==> config.mk <==
export PLATFORM = sky130hd
export DESIGN_NAME = spi_port
export DESIGN_NICKNAME = d
export VERILOG_FILES = /design/src/rtl/spi_port_pkg.sv /design/src/rtl/spi_rate_div.sv /design/src/rtl/spi_port.sv
export VERILOG_INCLUDE_DIRS = /design/src /design/src/rtl
export SDC_FILE = /design/constraint.sdc
export NUM_CORES = 1
export LEC_CHECK = 0
export BUFFER_PORTS_ARGS = -buffer_cell sky130_fd_sc_hd__buf_2
export CAP_MARGIN = 40
export CORE_MARGIN = 2
export CORE_UTILIZATION = 35
export DETAILED_ROUTE_END_ITERATION = 10
export HOLD_SLACK_MARGIN = 0.02
export SYNTH_ARGS = -nofsm -noshare
export SYNTH_HDL_FRONTEND = slang
export SYNTH_HIERARCHICAL = 1
export SYNTH_SLANG_ARGS = --single-unit
==> constraint.sdc <==
create_clock -name i_ref_clk -period 2.15 [get_ports i_ref_clk]
set_input_delay 0.1075 -clock i_ref_clk [delete_from_list [all_inputs] [get_ports i_ref_clk]]
set_output_delay 0.1075 -clock i_ref_clk [all_outputs]
set_load 0.01 [all_outputs]
==> src/rtl/spi_port_cfg.svh <==
// Constants for the serial port: widths, counts and reset values.
`ifndef SPI_PORT_CFG_SVH
`define SPI_PORT_CFG_SVH

`define SPI_BYTE_W 8
`define SPI_MSB 7
`define SPI_ECNT_W 4
`define SPI_LAST_EDGE 4'hF
`define SPI_FIRST_EDGE 4'h0
`define SPI_RATE_W 3
`define SPI_RATE_MAX 3'h5
`define SPI_HALF_BASE 8'h02
`define SPI_DIV_W 8
`define SPI_BYTE_RST 8'h00
`define SPI_DIV_RST 8'h00
`define SPI_DIV_ONE 8'h01

`endif

==> src/rtl/spi_port_pkg.sv <==
// Types shared by the serial port design files.
package spi_port_pkg;

  // Control register fields
  typedef struct packed {
    logic port_interrupt_enable;
    logic port_enable_bit;
    logic master_select_bit;
  } ctrl_t;

  // Configuration fields of the control/status register
  typedef struct packed {
    logic clock_polarity;
    logic clock_phase;
    logic [2:0] clock_rate_select;
    logic soft_select_manage;
    logic soft_select_level;
  } cfg_t;

  // Status flags of the control/status register
  typedef struct packed {
    logic transfer_complete_flag;
    logic write_collision_flag;
    logic overrun_flag;
    logic mode_fault_flag;
  } status_t;

  // Master shift engine states, one-hot
  typedef enum logic [1:0] {
    ST_IDLE = 2'b01,
    ST_SHIFT = 2'b10
  } mst_state_t;

endpackage

==> src/rtl/spi_rate_div.sv <==
// Half-period tick generator for the master serial clock.
`timescale 1ns/1ns
`default_nettype none
`include "spi_port_cfg.svh"

module spi_rate_div #(
  parameter int RATE_W = `SPI_RATE_W
) (
  input wire logic i_ref_clk,
  input wire logic i_reset,
  input wire logic i_run,
  input wire logic [RATE_W-1:0] i_rate,
  output logic o_tick
);

  logic [`SPI_DIV_W-1:0] cnt;
  logic [`SPI_DIV_W-1:0] half;

  // Half period in clocks: fastest rate gives a quarter of the clock
  function automatic logic [`SPI_DIV_W-1:0] half_count(
    input logic [RATE_W-1:0] rate
  );
    logic [RATE_W-1:0] r;
    r = (rate > `SPI_RATE_MAX) ? `SPI_RATE_MAX : rate;
    return `SPI_HALF_BASE << r;
  endfunction

  assign half = half_count(i_rate);

  // Counter restarts whenever the engine is idle, so edge one is aligned
  always_ff @(posedge i_ref_clk or posedge i_reset)
  begin
    if (i_reset)
    begin
      cnt <= `SPI_DIV_RST;
      o_tick <= 1'b0;
    end
    else if (!i_run)
    begin
      cnt <= `SPI_DIV_RST;
      o_tick <= 1'b0;
    end
    else if (cnt == half - `SPI_DIV_ONE)
    begin
      cnt <= `SPI_DIV_RST;
      o_tick <= 1'b1;
    end
    else
    begin
      cnt <= cnt + `SPI_DIV_ONE;
      o_tick <= 1'b0;
    end
  end

endmodule
`default_nettype wire

==> src/rtl/spi_port.sv <==
// Serial peripheral port: master or slave byte shifter with CPU flags.
`timescale 1ns/1ns
`default_nettype none
`include "spi_port_cfg.svh"

// Functional notes
// - Bytes go out and come in most significant bit first.
// - Only the master starts transfers; its single clock times both lines.
// - Both ends use the same polarity and phase, four timing choices.
// - Master offers six clock rates, quarter of the clock at fastest.
// - With soft select on, the select pin is ignored; level bit used.
// - Phase 1 samples on the second edge, phase 0 on the first.
// - Phase 0 slave write with select still low is a write collision.
// - Master drives the serial clock with configured rate, polarity, phase.
// - Master and enable bits stay set only while select is high.
// - Master data write loads shifter and starts shifting at once.
// - Byte done sets complete flag; interrupt when enabled and unmasked.
// - Master clears complete flag: status access then data read.
// - Data writes are ignored while complete flag set until status read.
// - Slave mode: master bit clear, enable set, clock comes in.
// - Slave write loads shifter; shifting follows the master clock.
// - Slave clears complete flag: status access then data read or write.
// - Select low as master: mode fault, drop enable and master.
// - Write during transfer is dropped; collision flag set, no interrupt.
// - Byte done with flag set: overrun, keep old byte, status read clears.
module spi_port (
  input wire logic i_ref_clk,
  input wire logic i_reset,
  input wire logic i_ctrl_wr,
  input wire spi_port_pkg::ctrl_t i_ctrl_wdata,
  input wire logic i_csr_rd,
  input wire logic i_csr_wr,
  input wire spi_port_pkg::cfg_t i_csr_wdata,
  input wire logic i_data_wr,
  input wire logic [`SPI_BYTE_W-1:0] i_data_wdata,
  input wire logic i_data_rd,
  input wire logic i_cpu_irq_mask,
  output spi_port_pkg::ctrl_t o_ctrl,
  output spi_port_pkg::cfg_t o_cfg,
  output spi_port_pkg::status_t o_status,
  output logic [`SPI_BYTE_W-1:0] o_rx_data,
  output logic o_irq,
  input wire logic i_sck,
  output logic o_sck,
  output logic o_sck_oe,
  input wire logic i_mosi,
  output logic o_mosi,
  output logic o_mosi_oe,
  input wire logic i_miso,
  output logic o_miso,
  output logic o_miso_oe,
  input wire logic i_ss_n
);

  ////////////////////////////////////////////////////////////////////////////
  // Declarations

  logic sck_s1, sck_s2, sck_d;
  logic mosi_s1, mosi_s2, miso_s1, miso_s2, ss_s1, ss_s2;
  spi_port_pkg::mst_state_t state;
  logic [`SPI_ECNT_W-1:0] ecnt;
  logic [`SPI_BYTE_W-1:0] tx_sh;
  logic [`SPI_BYTE_W-1:0] rx_sh;
  logic tc_armed, csr_rd_seen, csr_rd_prev, mode_fault_flag_armed;
  logic tick, mst, slv, ss_int, slv_sel, in_bit, busy;
  logic edge_ev, sample_ev, shift_ev, done, mode_fault_flag_ev;
  logic wr_block, wr_coll, wr_ok, start, clr_tc;
  logic [`SPI_BYTE_W-1:0] next_rx;

  // Shift a bit in at the low end
  function automatic logic [`SPI_BYTE_W-1:0] shl_in(
    input logic [`SPI_BYTE_W-1:0] v,
    input logic b
  );
    return {v[`SPI_MSB-1:0], b};
  endfunction

  ////////////////////////////////////////////////////////////////////////////
  // Pin synchronisers; the first stage feeds only the second

  always_ff @(posedge i_ref_clk or posedge i_reset)
  begin
    if (i_reset)
    begin
      {sck_s1, sck_s2, sck_d} <= 3'h0;
      {mosi_s1, mosi_s2, miso_s1, miso_s2} <= 4'h0;
      {ss_s1, ss_s2} <= 2'h3;
    end
    else
    begin
      sck_s1 <= i_sck;
      sck_s2 <= sck_s1;
      sck_d <= sck_s2;
      mosi_s1 <= i_mosi;
      mosi_s2 <= mosi_s1;
      miso_s1 <= i_miso;
      miso_s2 <= miso_s1;
      ss_s1 <= i_ss_n;
      ss_s2 <= ss_s1;
    end
  end

  ////////////////////////////////////////////////////////////////////////////
  // Mode, select and edge decode

  assign mst = o_ctrl.port_enable_bit & o_ctrl.master_select_bit;
  assign slv = o_ctrl.port_enable_bit & ~o_ctrl.master_select_bit;
  assign ss_int = o_cfg.soft_select_manage ? o_cfg.soft_select_level
                                           : ss_s2;
  assign slv_sel = slv & ~ss_int;
  assign mode_fault_flag_ev = mst & ~ss_int;
  assign in_bit = mst ? miso_s2 : mosi_s2;
  // Master edges come from the divider, slave edges from the pin
  assign edge_ev = mst ? (state == spi_port_pkg::ST_SHIFT) & tick
                       : slv_sel & (sck_s2 != sck_d);
  // Sample edge is the first of each bit for phase 0, second for phase 1
  assign sample_ev = edge_ev & (ecnt[0] == o_cfg.clock_phase);
  // Phase 1 puts the first bit out on edge one, so no shift there
  assign shift_ev = edge_ev & ~sample_ev
                    & ~(o_cfg.clock_phase & (ecnt == `SPI_FIRST_EDGE));
  assign done = edge_ev & (ecnt == `SPI_LAST_EDGE);
  assign next_rx = sample_ev ? shl_in(rx_sh, in_bit) : rx_sh;
  // Phase 0 slave stays busy while selected, so a write needs a gap
  assign busy = mst ? (state == spi_port_pkg::ST_SHIFT)
                    : slv_sel & (~o_cfg.clock_phase
                                 | (ecnt != `SPI_FIRST_EDGE));

  ////////////////////////////////////////////////////////////////////////////
  // Data register write qualification

  assign wr_block = i_data_wr & o_status.transfer_complete_flag
                    & ~csr_rd_seen;
  assign wr_coll = i_data_wr & ~wr_block & busy;
  assign wr_ok = i_data_wr & ~wr_block & ~busy;
  assign start = wr_ok & mst & ~mode_fault_flag_ev;
  // Master clears on read only; a slave also on write
  assign clr_tc = tc_armed & (i_data_rd
                  | (i_data_wr & ~o_ctrl.master_select_bit));

  ////////////////////////////////////////////////////////////////////////////
  // Clock divider for master mode

  spi_rate_div #(
    .RATE_W(`SPI_RATE_W)
  ) u_div (
    .i_ref_clk(i_ref_clk),
    .i_reset(i_reset),
    .i_run(state == spi_port_pkg::ST_SHIFT),
    .i_rate(o_cfg.clock_rate_select),
    .o_tick(tick)
  );

  ////////////////////////////////////////////////////////////////////////////
  // Master engine state

  always_ff @(posedge i_ref_clk or posedge i_reset)
  begin
    if (i_reset)
      state <= spi_port_pkg::ST_IDLE;
    else
    begin
      case (state)
        spi_port_pkg::ST_IDLE:
          if (start)
            state <= spi_port_pkg::ST_SHIFT;
        spi_port_pkg::ST_SHIFT:
          if (done || !mst || mode_fault_flag_ev)
            state <= spi_port_pkg::ST_IDLE;
        default:
          state <= spi_port_pkg::ST_IDLE;
      endcase
    end
  end

  ////////////////////////////////////////////////////////////////////////////
  // Edge counter and shift registers

  always_ff @(posedge i_ref_clk or posedge i_reset)
  begin
    if (i_reset)
      ecnt <= `SPI_FIRST_EDGE;
    else if (start || done || (!mst && !slv_sel)
             || (mst && state != spi_port_pkg::ST_SHIFT))
      ecnt <= `SPI_FIRST_EDGE;
    else if (edge_ev)
      ecnt <= ecnt + 4'h1;
  end

  always_ff @(posedge i_ref_clk or posedge i_reset)
  begin
    if (i_reset)
    begin
      tx_sh <= `SPI_BYTE_RST;
      rx_sh <= `SPI_BYTE_RST;
    end
    else
    begin
      if (wr_ok)
        tx_sh <= i_data_wdata;
      else if (shift_ev)
        tx_sh <= shl_in(tx_sh, 1'b0);
      rx_sh <= next_rx;
    end
  end

  ////////////////////////////////////////////////////////////////////////////
  // Receive buffer, kept apart so a read never sees a half byte

  always_ff @(posedge i_ref_clk or posedge i_reset)
  begin
    if (i_reset)
      o_rx_data <= `SPI_BYTE_RST;
    else if (done && !o_status.transfer_complete_flag)
      o_rx_data <= next_rx;
  end

  ////////////////////////////////////////////////////////////////////////////
  // Status-register sequence trackers

  always_ff @(posedge i_ref_clk or posedge i_reset)
  begin
    if (i_reset)
    begin
      tc_armed <= 1'b0;
      csr_rd_seen <= 1'b0;
      csr_rd_prev <= 1'b0;
      mode_fault_flag_armed <= 1'b0;
    end
    else
    begin
      if (!o_status.transfer_complete_flag || clr_tc)
      begin
        tc_armed <= 1'b0;
        csr_rd_seen <= 1'b0;
      end
      else
      begin
        if (i_csr_rd || i_csr_wr)
          tc_armed <= 1'b1;
        if (i_csr_rd)
          csr_rd_seen <= 1'b1;
      end
      if (i_csr_rd)
        csr_rd_prev <= 1'b1;
      else if (i_data_rd || i_data_wr)
        csr_rd_prev <= 1'b0;
      if (!o_status.mode_fault_flag || i_ctrl_wr)
        mode_fault_flag_armed <= 1'b0;
      else if (i_csr_rd)
        mode_fault_flag_armed <= 1'b1;
    end
  end

  ////////////////////////////////////////////////////////////////////////////
  // Status flags; a setting event beats a clear in the same cycle

  always_ff @(posedge i_ref_clk or posedge i_reset)
  begin
    if (i_reset)
      o_status <= '0;
    else
    begin
      if (done)
        o_status.transfer_complete_flag <= 1'b1;
      else if (clr_tc)
        o_status.transfer_complete_flag <= 1'b0;
      if (done && o_status.transfer_complete_flag)
        o_status.overrun_flag <= 1'b1;
      else if (i_csr_rd)
        o_status.overrun_flag <= 1'b0;
      if (wr_coll)
        o_status.write_collision_flag <= 1'b1;
      else if (csr_rd_prev && i_data_rd)
        o_status.write_collision_flag <= 1'b0;
      if (mode_fault_flag_ev)
        o_status.mode_fault_flag <= 1'b1;
      else if (mode_fault_flag_armed && i_ctrl_wr)
        o_status.mode_fault_flag <= 1'b0;
    end
  end

  ////////////////////////////////////////////////////////////////////////////
  // Control and configuration registers

  always_ff @(posedge i_ref_clk or posedge i_reset)
  begin
    if (i_reset)
      o_ctrl <= '0;
    else if (mode_fault_flag_ev)
    begin
      o_ctrl.port_enable_bit <= 1'b0;
      o_ctrl.master_select_bit <= 1'b0;
    end
    else if (i_ctrl_wr)
    begin
      o_ctrl <= i_ctrl_wdata;
      // Mode fault pins both bits low except inside its clear sequence
      if (o_status.mode_fault_flag && !mode_fault_flag_armed)
      begin
        o_ctrl.port_enable_bit <= 1'b0;
        o_ctrl.master_select_bit <= 1'b0;
      end
    end
  end

  always_ff @(posedge i_ref_clk or posedge i_reset)
  begin
    if (i_reset)
      o_cfg <= '0;
    else if (i_csr_wr)
      o_cfg <= i_csr_wdata;
  end

  ////////////////////////////////////////////////////////////////////////////
  // Interrupt request; write collision alone never raises it

  always_ff @(posedge i_ref_clk or posedge i_reset)
  begin
    if (i_reset)
      o_irq <= 1'b0;
    else
      o_irq <= o_ctrl.port_interrupt_enable & ~i_cpu_irq_mask
               & (o_status.transfer_complete_flag
                  | o_status.mode_fault_flag
                  | o_status.overrun_flag);
  end

  ////////////////////////////////////////////////////////////////////////////
  // Pin drivers; the clock rests at the polarity level between bytes

  always_ff @(posedge i_ref_clk or posedge i_reset)
  begin
    if (i_reset)
    begin
      o_sck <= 1'b0;
      o_sck_oe <= 1'b0;
      o_mosi <= 1'b0;
      o_mosi_oe <= 1'b0;
      o_miso <= 1'b0;
      o_miso_oe <= 1'b0;
    end
    else
    begin
      if (state == spi_port_pkg::ST_SHIFT && tick && mst)
        o_sck <= ~o_sck;
      else if (state != spi_port_pkg::ST_SHIFT)
        o_sck <= o_cfg.clock_polarity;
      o_sck_oe <= mst;
      o_mosi <= tx_sh[`SPI_MSB];
      o_mosi_oe <= mst;
      o_miso <= tx_sh[`SPI_MSB];
      o_miso_oe <= slv_sel;
    end
  end

  ////////////////////////////////////////////////////////////////////////////
  // Assertions

  property p_start;
    @(posedge i_ref_clk) disable iff (i_reset)
    start |=> state == spi_port_pkg::ST_SHIFT && tx_sh == $past(i_data_wdata);
  endproperty
  a_start: assert property (p_start) else $error("write did not start");

  property p_block;
    @(posedge i_ref_clk) disable iff (i_reset)
    wr_block |=> tx_sh == $past(tx_sh) && !o_status.write_collision_flag
                 == !$past(o_status.write_collision_flag);
  endproperty
  a_block: assert property (p_block) else $error("blocked write acted");

  // Shift edges excluded so the held shifter is a fair test of the drop
  property p_coll;
    @(posedge i_ref_clk) disable iff (i_reset)
    (i_data_wr && busy && !wr_block && !shift_ev)
      |=> o_status.write_collision_flag && tx_sh == $past(tx_sh);
  endproperty
  a_coll: assert property (p_coll) else $error("collision not flagged");

  property p_ovr;
    @(posedge i_ref_clk) disable iff (i_reset)
    (done && o_status.transfer_complete_flag)
      |=> o_status.overrun_flag && $stable(o_rx_data);
  endproperty
  a_ovr: assert property (p_ovr) else $error("overrun mishandled");

  property p_mode_fault_flag;
    @(posedge i_ref_clk) disable iff (i_reset)
    mode_fault_flag_ev |=> o_status.mode_fault_flag && !o_ctrl.port_enable_bit
                && !o_ctrl.master_select_bit ##1 !o_sck_oe;
  endproperty
  a_mode_fault_flag: assert property (p_mode_fault_flag) else $error("mode fault missed");

  property p_irq;
    @(posedge i_ref_clk) disable iff (i_reset)
    (o_status.transfer_complete_flag && o_ctrl.port_interrupt_enable
     && !i_cpu_irq_mask) |=> o_irq;
  endproperty
  a_irq: assert property (p_irq) else $error("no interrupt request");

  // Soft select held high: the pin level can never fault the master
  property p_soft_sel;
    @(posedge i_ref_clk) disable iff (i_reset)
    (o_cfg.soft_select_manage && o_cfg.soft_select_level && mst)
      |=> !$rose(o_status.mode_fault_flag);
  endproperty
  a_soft_sel: assert property (p_soft_sel) else $error("select source");

  property p_idle_sck;
    @(posedge i_ref_clk) disable iff (i_reset)
    (state == spi_port_pkg::ST_IDLE) [*2] |-> o_sck == $past(o_cfg.clock_polarity);
  endproperty
  a_idle_sck: assert property (p_idle_sck) else $error("idle clock level");

  property p_rxbuf;
    @(posedge i_ref_clk) disable iff (i_reset)
    (done && !o_status.transfer_complete_flag)
      |=> o_rx_data == $past(next_rx) && o_status.transfer_complete_flag;
  endproperty
  a_rxbuf: assert property (p_rxbuf) else $error("buffer not loaded");

  property p_clr;
    @(posedge i_ref_clk) disable iff (i_reset)
    (tc_armed && i_data_rd && !done) |=> !o_status.transfer_complete_flag;
  endproperty
  a_clr: assert property (p_clr) else $error("flag not cleared");

  c_master_byte: cover property (@(posedge i_ref_clk) disable iff (i_reset)
    mst && done);
  c_slave_byte: cover property (@(posedge i_ref_clk) disable iff (i_reset)
    slv && done);
  c_overrun: cover property (@(posedge i_ref_clk) disable iff (i_reset)
    done && o_status.transfer_complete_flag);
  c_fault: cover property (@(posedge i_ref_clk) disable iff (i_reset)
    mode_fault_flag_ev);

endmodule
`default_nettype wire

[Word-level counts from Yosys, hierarchy flattened]
Cells that the tools add are included.
W data, S select, Z words.
Storage, ports and cells
  register bits: 71
  output and inout bits: 29
Operators by class
  shift operators: 1
  mux-type cells: 37
  magnitude comparators: 1
  $add $sub $neg: 3
  equality and inequality tests: 9
  reduce and logical (&&, ||, !) cells: 39
  bitwise gates (word level): 38
Operators by type and width (count)
  $mux W8: 5
  $reduce_bool A2 Y1: 12
  $and A1 B1 Y1: 23
  $mux W1: 23
  $not A1 Y1: 11
  $mux W2: 5
  $logic_and A1 B1 Y1: 9
  $logic_or A1 B1 Y1: 9
  $add A8 B1 Y8 const B: 1
  $eq A8 B8 Y1: 1
  $mux W4: 2
  $shl A2 B3 Y8 const A: 1
  $sub A8 B1 Y8 const B: 1
  $ne A2 B2 Y1 const B: 3
  $logic_not A1 Y1: 5
  $add A4 B1 Y4 const B: 1
  $eq A4 B4 Y1 const B: 1
  $logic_not A4 Y1: 1
  $or A1 B1 Y1: 4
  $pmux W2 S2: 1
  $reduce_and A2 Y1: 2
  $reduce_bool A4 Y1: 1
  $gt A3 B3 Y1 const B: 1
  $mux W3: 1
  other kinds (4): 4

[Longest topological paths before layout]
  word-level depth: 13
  gate-level depth with buffers: 7
  depth with buffers taken out: 6

[Modules after synthesis]
The synthesis kept the hierarchy.
Modules (own cells, without submodules)
  spi_port: cells an instance 223, area an instance 2703.8 um2, times used 1, seq. area each 1555.2 um2
  spi_rate_div: cells an instance 58, area an instance 593.1 um2, times used 1, seq. area each 225.2 um2

[Worst setup path after synthesis]
Ideal clock, no wire load.
  kind: reg2reg
  start point: register o_cfg[4] in the netlist's numbering
  end point: register u_div.o_tick
  setup slack: 0.012 ns
  data arrival time: 2.018 ns
  data required time: 2.030 ns
  cell stages (with the launch flop): 7
  library setup time: 0.120 ns
  cells stage by stage: dfrtp_1 or3b_2 ha_1 xor2_1 mux2i_1 o221ai_1 and3_1
Between the ends
  cells in the longest elaborated chain, start to end: 7
Ends and longest elaborated chain
  start, declared: RTL line spi_port.sv:39  | output spi_port_pkg::cfg_t o_cfg,
  start signal, assigned: RTL line spi_port.sv:311  | o_cfg <= i_csr_wdata;
  $gt A3 B3 Y1 (no line)
  $mux W3 (*): RTL line spi_rate_div.sv:24  | r = (rate > `SPI_RATE_MAX) ? `SPI_RATE_MAX : rate;
  $shl A2 B3 Y8 (no line) (*)
  $sub A8 B1 Y8 (no line) (*)
  $eq A8 B8 Y1 (no line) (*)
  $mux W1 (*): RTL line spi_rate_div.sv:43  | else if (cnt == half - `SPI_DIV_ONE)
  $mux W1 (*): RTL line spi_rate_div.sv:38  | else if (!i_run)
  end signal, assigned: RTL line spi_rate_div.sv:36  | o_tick <= 1'b0;
  end signal, assigned: RTL line spi_rate_div.sv:41  | o_tick <= 1'b0;
  end signal, assigned: RTL line spi_rate_div.sv:46  | o_tick <= 1'b1;
  end, declared: RTL line spi_rate_div.sv:13  | output logic o_tick
Every way passes the cells marked *; elsewhere a longest branch is shown, timed or not.
A chain may end at the register's enable or synchronous reset.

[Worst setup path in the final report]
  start point: register o_cfg[3] in the netlist's numbering
  end point: register u_div.o_tick
Same word-level chain as after synthesis.

==> impl_metrics.toml <==
[timing]
rsz0062_at_grt = "false"
finalWorstSetupSlack_ns = 0.118
finalSetupViolCount = 0
worst_pin_slew_ns = 0.534
slew_viol_final = 0
clock.fmax_mhz = 492
finalHoldViolCount = 0
slew-limit-headroom = 0.644
finalSetupTns_ns = 0
period_needed_ns = 2.03
period_share = 0.945
whs_ns = 0.0307
fin_skew_ns = 0.00441

[clocking]
cts_tree = "done"
path_clk_slew_ns = 0.08
cts_buffers = 9
clockBufferDepth = 2
clk_latency_ns = 0.34
htreeDepth = 3
cts_num_sinks = 71
cts-root-buf = "clkbuf_8"

[placed_design]
place.gp.congestion = 0.812
post-place-cells = 458
dpl_worst_slack_ns = -0.00639
numPortBuffers = 58
place_hpwl_mm = 4.97

[finish]
fin_nets = 412
regArea_mm2 = 0.00178
area_growth_pct = 31.0
fin_cells = 494
final_common_cell = "dfrtp_1"
drive_above_1_share = 0.350
final_cell_mix = "dfrtp_1, buf_2, buf_4"
n_fill_cell = 868
diodes = 0
multi_input_area_mm2 = 0.00146

[synthesis]
syn_nets = 315
yosys-top-cells-area = "dfrtp_1, mux2_1, mux2_2, dfstp_2, xor2_1"
yosysSeqAreaShare = 0.540
ys_ff_latch = 71
yosys_warnings = 6
synth_cell_types = 51
synth_edf_count = 0
synthArstFlopShare = 1.00
syn-instance-count = 281
yosys_most_used_dff = "dfrtp_1"
avgSynthCellArea_um2 = 11.7
yosys.area.top_type_share = 0.516
syn_area_mm2 = 0.00330
yosys.area.top_type = "dfrtp_1"

[min_path]
min_to = "o_ctrl[0]"
worstHoldStart = "i_ctrl_wdata[0]"
min_path_type = "in -> reg"
holdPathStages = 3

[route]
drc_errors = 0
routed_wl_mm = 7.20
drt-pass1-iter-count = 4
drt_iter0_drc = 94
wl_per_cell_um = 14.6
vias = 2476
drt-vias-per-instance = 5.01
antenna_left = 0

[setup_path]
r2r_start = "o_cfg[3]"
critical_path_class = "reg -> reg"
r2r_cells = 7
critPathCaptureType = "flop"
arrival_ns = 2.32
worst-endpoint-required_ns = 2.43
r2r_setup_slack_ns = 0.12
rr_endpoint = "u_div/o_tick"
crit_path_start_kind = "flop"
cp_max_fo = 8

[floorplanning]
die_w_um = 101
boundaryPins = 59
num_rows = 35
die_y_um = 101
die-area_mm2 = 0.0102
start_util = 0.359
core_mm2 = 0.00920

[grt]
grt_pass1_vias = 2433
grt_pass1_wl_mm = 11.7
grt.busiest_layer = "met2"
grt_max_degree = 45
grt_use_met2 = 0.221
grt_util_met3 = 0.0361
grt_use_total = 0.148
grt_use_met1 = 0.205
grt-ovfl-total = 0
antenna_found_initial = 0

[job]
max_cap_viol_count = 0

[power]
ir_drop_mv = 0.298
p_leak_nw = 1.99
p_per_area_mw_per_mm2 = 834

[outcome]
status = "complete, no violations"
## critical path: stages (launching register included)
cell and delay (ns):
dfrtp_1 0.41, or3_4 0.42, ha_4 0.27, xor2_1 0.15, nand4b_1 0.16, a211oi_4 0.24, buf_6 0.17, and3_1 0.15
## per-stage QoR
step,total power [W],instance area [um2],util
finish,0.00360,4320,0.470
global route,0.00380,4320,0.470
CTS,0.00362,4250,0.462
detailed placement,0.00220,3820,0.415
global placement,0.00219,3820,0.415
floorplan,0.00196,3300,-
## cell type report
| type | instances | share of cell area |
|---|---|---|
| Clock buffer | 10 | 0.0295 |
| Clock inverter | 6 | 0.0307 |
| Inverter | 12 | 0.0104 |
| Multi-Input combinational cell | 187 | 0.337 |
| Sequential cell | 71 | 0.412 |
| Tap cell | 111 | 0.0322 |
| Timing Repair Buffer | 97 | 0.148 |
## cells by family after synthesis
| family | synth area share |
|---|---|
| mux | 0.116 |
| compound gates | 0.123 |
| xor+xnor | 0.0342 |
| simple gates | 0.139 |
| buf+inv | 0.0323 |
| flops | 0.540 |
| fa+ha+maj | 0.0152 |
## synth_stat cells (all sizes together) (3+ instances only)
master	number
mux2	31
nand2b	7
a211oi	8
a31oi	7
dfstp	3
a21oi	6
xnor2	4
ha	4
buf	7
o32ai	3
nor2	15
o21ai	21
nor3	10
xor2	8
dfrtp	68
nand2	15
mux2i	3
clkbuf	4
nor3b	3
o32a	3
nand4	8
or3	3
nand3	9
and3	3
inv	12
## state kept, by name (all words and copies together), names as in the netlist, 2 cells and up
| name | count |
|---|---|
| o_status | 4 |
| tx_sh | 8 |
| ecnt | 4 |
| u_div/cnt | 8 |
| o_cfg | 7 |
| o_ctrl | 3 |
| o_rx_data | 8 |
| rx_sh | 8 |
| state | 2 |
## worst max path at each step
stage,from,endpoint,slack (ns),cells past startpoint
after floorplan,o_cfg[4],u_div/o_tick,0.01,6
after global placement,o_cfg[3],u_div/o_tick,0.04,6
after detailed placement,o_cfg[3],u_div/cnt[7],-0.006,7
after CTS,o_cfg[3],u_div/o_tick,0.02,6
after global routing,o_cfg[3],u_div/cnt[3],0.02,7
final,o_cfg[3],u_div/o_tick,0.12,7
## power breakdown
part / switching, W / internal (W) / leakage (nW) / total (W)
clock: 0.000502 / 0.000887 / 0.126 / 0.00139
sequential: 0.0000992 / 0.00147 / 0.907 / 0.00157
combinational: 0.000333 / 0.000311 / 0.954 / 0.000644
## what timing repair did
action                     4_1_cts  5_1_grt
hold endpoints to repair        41        0
pin swaps                        2        2
setup endpoints to repair        8        8
gates resized for setup          1        9
hold buffers                    16        0
buffers inserted                 1        3
## metal layers
layer,share of wire,routed length (um)
met5,0,0
met4,0.012,90
met3,0.031,220
met2,0.47,3380
met1,0.49,3510
Note: power is estimated with default switching activity, not from simulation.
